**src/inc/status_flags_pkg.sv**
```systemverilog
// Purpose: shared constants and carriers for the core status flags block
// Assumes: 8-bit flags register, Avalon-MM slave with 32-bit data
// Notes:   one register word at byte address STATUS_OFS
package status_flags_pkg;

  // ==========================================================
  // widths and register map
  localparam int             DATA_W     = 8;
  localparam int             BUS_AW     = 4;
  localparam int             BUS_DW     = 32;
  localparam logic [3:0]     STATUS_OFS = 4'h0;

  // ==========================================================
  // field positions
  localparam int             BIT_CARRY  = 0;
  localparam int             BIT_NIBBLE = 1;
  localparam int             BIT_NULL   = 2;
  localparam int             BIT_PDOWN  = 3;
  localparam int             BIT_WDEXP  = 4;
  localparam int             NIBBLE_W   = 4;

  // ==========================================================
  // reset values after power-on or brown-out
  localparam logic           RST_ARITH  = 1'b0;
  localparam logic           RST_CAUSE  = 1'b1;
  localparam logic [2:0]     UNIMP_VAL  = 3'h0;

  // ==========================================================
  // operation kinds presented by the core
  typedef enum logic [1:0] {
    OP_ADD   = 2'b00,
    OP_SUB   = 2'b01,
    OP_LOGIC = 2'b10,
    OP_NONE  = 2'b11
  } alu_op_t;

  // one ALU result offered for flag update
  typedef struct packed {
    logic                valid;
    alu_op_t             op;
    logic [DATA_W-1:0]   a;
    logic [DATA_W-1:0]   b;
    logic [DATA_W-1:0]   logic_res;
  } alu_req_t;

  // instruction write with the flags register as destination
  typedef struct packed {
    logic                valid;
    logic [DATA_W-1:0]   data;
  } core_wr_t;

  // reset-cause events from watchdog and sleep logic
  typedef struct packed {
    logic                wdt_timeout;
    logic                watchdog_clear_instruction;
    logic                sleep_instruction;
  } cause_evt_t;

endpackage

```
**src/core_status_flags.sv**
```systemverilog
// Purpose: processor status flags register with Avalon-MM access
// Assumes: core inputs are synchronous to MCLK; NRST is power-on/brown-out
// Notes:   bus answers one cycle after a request is first seen
//
// What this block does
// RQ1: bits 7 to 5 read zero; writes to them are dropped.
// RQ2: watchdog expiry flag set by power-up, watchdog clear, or sleep.
// RQ3: watchdog time-out clears the watchdog expiry flag.
// RQ4: sleep clears power-down flag; power-up or watchdog clear sets it.
// RQ5: result-null flag follows whether the ALU result is zero.
// RQ6: nibble carry flag is the carry out of result bit 3.
// RQ7: on subtract both carry flags mean no borrow when one.
// RQ8: subtract adds the two's complement of the second operand.
// RQ9: cause flags read-only, reset to one; arithmetic flags RW, reset zero.
// RQ10: full carry flag is the carry out of the top result bit.
// RQ11: ALU flag results beat a same-cycle write to the register.
// RQ12: writes to watchdog expiry and power-down flags are ignored.
`timescale 1ns/10ps

module core_status_flags
  import status_flags_pkg::*;
(
  // clock and reset
  input  wire logic                MCLK,
  input  wire logic                NRST,
  // core side
  input  wire alu_req_t            ALU_REQ,
  input  wire core_wr_t            CORE_WR,
  input  wire cause_evt_t          CAUSE_EVT,
  output logic [DATA_W-1:0]        STATUS_OUT,
  // avalon-mm slave
  input  wire logic [BUS_AW-1:0]   AVS_ADDRESS,
  input  wire logic                AVS_READ,
  input  wire logic                AVS_WRITE,
  input  wire logic [BUS_DW-1:0]   AVS_WRITEDATA,
  output logic [BUS_DW-1:0]        AVS_READDATA,
  output logic                     AVS_WAITREQUEST
);

  // ==========================================================
  // adder used for both add and subtract
  function automatic logic [DATA_W+1:0] add_flags(
    input logic [DATA_W-1:0] x,
    input logic [DATA_W-1:0] y,
    input logic              cin
  );
    logic [DATA_W:0]     full;
    logic [NIBBLE_W:0]   low;
    full = {1'b0, x} + {1'b0, y} + {{DATA_W{1'b0}}, cin};
    low  = {1'b0, x[NIBBLE_W-1:0]} + {1'b0, y[NIBBLE_W-1:0]}
         + {{NIBBLE_W{1'b0}}, cin};
    // {carry, nibble carry, result}
    add_flags = {full[DATA_W], low[NIBBLE_W], full[DATA_W-1:0]};
  endfunction

  // ==========================================================
  // reset release
  logic                rst_meta_q;
  logic                rst_sync_q;

  // two-stage release of the async reset
  always_ff @(posedge MCLK or negedge NRST) begin
    if (!NRST) begin
      rst_meta_q <= 1'b0;
      rst_sync_q <= 1'b0;
    end else begin
      rst_meta_q <= 1'b1;
      rst_sync_q <= rst_meta_q;
    end
  end

  // every other register resets from this released copy
  wire logic rst_n = rst_sync_q;

  // ==========================================================
  // flag state
  logic                carry_q;
  logic                nibble_carry_flag_q;
  logic                null_q;
  logic                watchdog_expiry_flag_q;
  logic                powerdown_flag_q;
  logic                waitreq_q;
  logic [BUS_DW-1:0]   rdata_q;
  logic [DATA_W-1:0]   status_q;

  // ==========================================================
  // ALU flag computation
  logic [DATA_W+1:0]   sum_w;
  logic [DATA_W-1:0]   res_w;
  logic                is_arith;
  logic                alu_hit;

  always_comb begin
    is_arith = ALU_REQ.op inside {OP_ADD, OP_SUB};
    alu_hit  = ALU_REQ.valid && (ALU_REQ.op != OP_NONE);
    if (ALU_REQ.op == OP_SUB) begin
      sum_w = add_flags(ALU_REQ.a, ~ALU_REQ.b, 1'b1); // RQ8 RQ7
    end else begin
      sum_w = add_flags(ALU_REQ.a, ALU_REQ.b, 1'b0);
    end
    if (is_arith) begin
      res_w = sum_w[DATA_W-1:0];
    end else begin
      res_w = ALU_REQ.logic_res;
    end
  end

  // ==========================================================
  // write sources for the arithmetic flags
  // only bits 2:0 of a write ever reach state; bits 7:3 have no
  // write path, so the cause flags keep their hardware values
  logic                bus_wr;
  logic                bus_sel;
  logic [DATA_W-1:0]   wr_val;
  logic                wr_hit;

  always_comb begin
    bus_sel = (AVS_ADDRESS == STATUS_OFS);
    bus_wr  = AVS_WRITE && !waitreq_q && bus_sel;
    wr_hit  = CORE_WR.valid || bus_wr;
    // core instruction write takes the bus write's place
    if (CORE_WR.valid) begin
      wr_val = CORE_WR.data;
    end else begin
      wr_val = AVS_WRITEDATA[DATA_W-1:0]; // RQ1 RQ12
    end
  end

  // ==========================================================
  // result-null flag
  always_ff @(posedge MCLK or negedge rst_n) begin
    if (!rst_n) begin
      null_q <= RST_ARITH; // RQ9
    end else if (alu_hit) begin
      null_q <= (res_w == '0); // RQ5 RQ11
    end else if (wr_hit) begin
      null_q <= wr_val[BIT_NULL];
    end
  end

  // ==========================================================
  // carry flags, touched by add and subtract results and by writes
  // any ALU result other than OP_NONE blocks a write here, even a logic op
  always_ff @(posedge MCLK or negedge rst_n) begin
    if (!rst_n) begin
      carry_q             <= RST_ARITH; // RQ9
      nibble_carry_flag_q <= RST_ARITH;
    end else if (alu_hit && is_arith) begin
      carry_q             <= sum_w[DATA_W+1]; // RQ10 RQ7 RQ11
      nibble_carry_flag_q <= sum_w[DATA_W];   // RQ6 RQ7
    end else if (wr_hit && !alu_hit) begin
      carry_q             <= wr_val[BIT_CARRY];
      nibble_carry_flag_q <= wr_val[BIT_NIBBLE];
    end
  end

  // ==========================================================
  // reset-cause flags, never written by software
  // clear and sleep events set the expiry flag again
  always_ff @(posedge MCLK or negedge rst_n) begin
    if (!rst_n) begin
      watchdog_expiry_flag_q <= RST_CAUSE; // RQ2 RQ9
      powerdown_flag_q       <= RST_CAUSE; // RQ4 RQ9
    end else begin
      // time-out wins over clear or sleep in the same cycle
      if (CAUSE_EVT.wdt_timeout) begin
        watchdog_expiry_flag_q <= 1'b0; // RQ3
      end else if (CAUSE_EVT.watchdog_clear_instruction ||
                   CAUSE_EVT.sleep_instruction) begin
        watchdog_expiry_flag_q <= 1'b1; // RQ2 RQ12
      end
      if (CAUSE_EVT.sleep_instruction) begin
        powerdown_flag_q <= 1'b0; // RQ4 RQ12
      end else if (CAUSE_EVT.watchdog_clear_instruction) begin
        powerdown_flag_q <= 1'b1; // RQ4
      end
    end
  end

  // ==========================================================
  // assembled register value
  logic [DATA_W-1:0]   status_w;

  always_comb begin
    status_w = {UNIMP_VAL, watchdog_expiry_flag_q, powerdown_flag_q,
                null_q, nibble_carry_flag_q, carry_q}; // RQ1
  end

  // registered copy towards the core
  always_ff @(posedge MCLK or negedge rst_n) begin
    if (!rst_n) begin
      status_q <= {UNIMP_VAL, RST_CAUSE, RST_CAUSE,
                   RST_ARITH, RST_ARITH, RST_ARITH};
    end else begin
      status_q <= status_w;
    end
  end

  assign STATUS_OUT = status_q;

  // ==========================================================
  // avalon-mm handshake: one wait cycle, then a one-cycle answer
  // a write lands only at the edge that sees waitrequest low
  always_ff @(posedge MCLK or negedge rst_n) begin
    if (!rst_n) begin
      waitreq_q <= 1'b1;
      rdata_q   <= '0;
    end else if ((AVS_READ || AVS_WRITE) && waitreq_q) begin
      waitreq_q <= 1'b0;
      if (AVS_READ && bus_sel) begin
        rdata_q <= {{(BUS_DW-DATA_W){1'b0}}, status_w}; // RQ1
      end else begin
        rdata_q <= '0; // unmapped reads as zero
      end
    end else begin
      waitreq_q <= 1'b1;
    end
  end

  assign AVS_WAITREQUEST = waitreq_q;
  assign AVS_READDATA    = rdata_q;

endmodule

```
**config.mk**
```make
export PLATFORM = sky130hd
export DESIGN_NAME = core_status_flags
export DESIGN_NICKNAME = d
export VERILOG_FILES = /design/src/inc/status_flags_pkg.sv /design/src/core_status_flags.sv
export SDC_FILE = /design/constraint.sdc
export NUM_CORES = 1
export LEC_CHECK = 0
export BUFFER_PORTS_ARGS = -buffer_cell sky130_fd_sc_hd__buf_2
export CAP_MARGIN = 20
export CORE_MARGIN = 4
export CORE_UTILIZATION = 42
export DETAILED_ROUTE_END_ITERATION = 7
export PLACE_DENSITY = 0.85
export SLEW_MARGIN = 5
export SYNTH_ARGS = -nofsm -noshare
export SYNTH_HDL_FRONTEND = slang
export SYNTH_SLANG_ARGS = --single-unit
```
**constraint.sdc**
```tcl
create_clock -name MCLK -period 1.8 [get_ports MCLK]
set_clock_uncertainty 0.2 [all_clocks]
set_input_delay 0.18 -clock MCLK [delete_from_list [all_inputs] [get_ports MCLK]]
set_output_delay 0.18 -clock MCLK [all_outputs]
set_load 0.02 [all_outputs]
```
==> metrics.cfg <==
[status]
status = finished, violations left
violations = negative setup slack

[timing]
final_hold_viol_count = 0
period_share = 1.02
slew_viol_final = 0
worst_slew_pin_slew_ns = 0.615
hold_ws_ns = 0.00674
fmax_mhz = 542
period_minus_slack_ns = 1.84
tns_ns = -0.0444
slew_headroom = 0.590
setup_violations = 1
setup_slack_ns = -0.0444
rsz0062_at_grt = true

[pwr]
ir_drop_v = 0.000231
p_leak_uw = 0.00114
p_per_area_nw_per_um2 = 576

[logic_synthesis]
synth_compound_area_frac = 0.196
synth.most_common_cell = buf_4
yosys.area.top_type_share = 0.190
synth_edf_count = 0
synth_top_family_by_area = compound AO/OA/AOI/OAI gates
synthTopCellsByArea = dfrtp_1, buf_4, ha_1, dfstp_2, a21oi_1
synth_area_um2 = 1720
yosysUniqueCellTypes = 49
synthArstFlopShare = 1.00
synth_common_cells = buf_4, ha_1, dfrtp_1, nor2_1
synthFlopType = dfrtp_1
ys_ff_latch = 18
yosys-mux-area-fraction = 0.0248
yosysTopAreaCell = dfrtp_1
synthXorXnorAreaFrac = 0.0350
synthSimpleGateAreaFrac = 0.161
avgSynthCellArea_um2 = 8.99
synth_warnings = 0
ys_seq_area_frac = 0.266
synthAdderAreaFrac = 0.140
syn_inst = 191

[global_route]
antenna_found_initial = 0
grt_first_pass_wirelength_um = 6270
first_global_vias = 1453
grt_max_degree = 17
grt-ovfl-total = 0
grtUsageTotal = 0.147

[floorplan]
num_io_pins = 120
rows = 22
die_area_um2 = 5170
dieHeight_um = 71.9
start_util = 0.452
fp.coreArea_um2 = 3800
dieWidth_um = 71.9

[critical_path]
cp_cell_sequence = nand3b_1, mux2i_1, o21ai_2, a21o_1, a222oi_1, a21oi_1
worst_path_max_delay_cell = dfstp_2
crit_path_end_kind = register
max_stage_delay_ns = 0.54
required_ns = 1.72
crit_end = null_q
startpoint_type = register
cp_max_fo = 4
critical_path.startpoint = AVS_WAITREQUEST
r2r_slack_ns = -0.04
critical_path_class = register to register
crit_arrival_ns = 1.76
r2r_start = AVS_WAITREQUEST
r2r_cells = 6
reg2reg_to = null_q

[route]
drc_errors = 0
vias_per_cell = 4.91
num_vias = 1552
drtPass1Iterations = 4
wl_per_cell_um = 13.0
drtIter0Drc = 56
detail-route-antenna-nets = 0
drt_wl_total_um = 4120

[place]
gp_congestion = 0.859
post_dp_cell_area_um2 = 2100
place_ws_ns = -0.357
hpwl_um = 3360
io_buffers = 55

[clocking]
tritoncts = yes
numCtsBuffers = 3
clk_latency_ns = 0.25
htreeDepth = 1
clock-sinks = 18
clk_path_buf_depth = 2
cts-root-buf = clkbuf_8
clkTransAtPathRegs_ns = 0.06

[cells_and_area]
fin_area_um2 = 2280
final_util = 0.599
antennaDiodeCount = 0
multiInputGateArea_um2 = 1170
drive_gt1_frac = 0.403
final-seq-area_um2 = 457
nets = 366
fill_cells = 341
area_growth_syn_to_layout_pct = 32.7

[run]
cap_violations = 0

[hold_path]
hold_class = primary input to register

## metrics by stage
stage,instances,total power [µW]
detailed placement,306,964
CTS,316,1310
finish,316,1310
global route,316,1380
floorplan,220,845
global placement,306,947
## cell type report
class	instances	area share
multi-input cells	156	0.515
repair buffers	79	0.215
flip-flops and latches	18	0.201
well taps	48	0.0264
clock buffers	4	0.0242
inverters	11	0.0181
## critical path: cells and delay by family (launching register included)
family | cells | cell delay (ns)
simple gates | 1 | 0.14
mux | 1 | 0.23
compound gates | 4 | 0.62
flops | 1 | 0.54
## logic make-up after synthesis
family	count (synthesis)
fa+ha+maj	18
simple gates	51
mux	4
xor+xnor	6
flops	18
compound gates	46
buf+inv	46
other cells	2
## flip-flops by register name, summed over array words and instances, names as in the netlist
signal,flops
watchdog_expiry_flag_q,1
AVS_READDATA,5
powerdown_flag_q,1
carry_q,1
rst_n,1
null_q,1
AVS_WAITREQUEST,1
STATUS_OUT,5
nibble_carry_flag_q,1
rst_meta_q,1
## how the worst min path moves through the flow
stage	start	to	slack [ns]	depth (start not counted)
after floorplan	NRST	rst_meta_q	-0.32	0
after global placement	NRST	rst_meta_q	-0.23	1
after detailed placement	NRST	rst_n	-0.23	1
after CTS	AVS_READ	AVS_WAITREQUEST	0.007	2
after global routing	AVS_READ	AVS_WAITREQUEST	0.03	2
final	AVS_READ	AVS_WAITREQUEST	0.007	2
## timing repair
action,4_1_cts,5_1_grt
resized for setup,8,7
pin swaps,12,3
endpoints found under the hold margin,4,0
setup buffers,1,1
endpoints found under the setup margin,3,3
hold buffers,5,0
## layer usage
metal | global-route usage | wire length [µm] | share of wire
met5 | 0 | 0 | 0
met4 | 0.0334 | 32 | 0.0078
met3 | 0.0152 | 344 | 0.083
met2 | 0.279 | 2180 | 0.53
met1 | 0.176 | 1560 | 0.38
## placed cells by master (no fill, tap or decap), drive strengths merged, types with 3 or more instances in the layout
cell type,synthesis,routed
inv,11,11
xnor2,5,5
buf,34,74
nand2,9,9
a22o,5,5
nand4,3,3
conb,2,31
nor2b,5,5
dlygate4sd3,0,5
nand2b,3,3
ha,16,16
o21ai,12,12
a211oi,3,3
dfrtp,13,13
nor2,13,13
nor3,5,5
a21oi,11,11
clkbuf,1,4
dfstp,5,5
nand3b,3,3
## where the power goes
part           switching (µW)  internal [µW]  leakage [µW]  total, µW
Combinational             293            241      0.000895        534
Sequential               21.4            441      0.000218        462
Clock                     121            194     0.0000288        314
(Power assumes the default switching activity.)
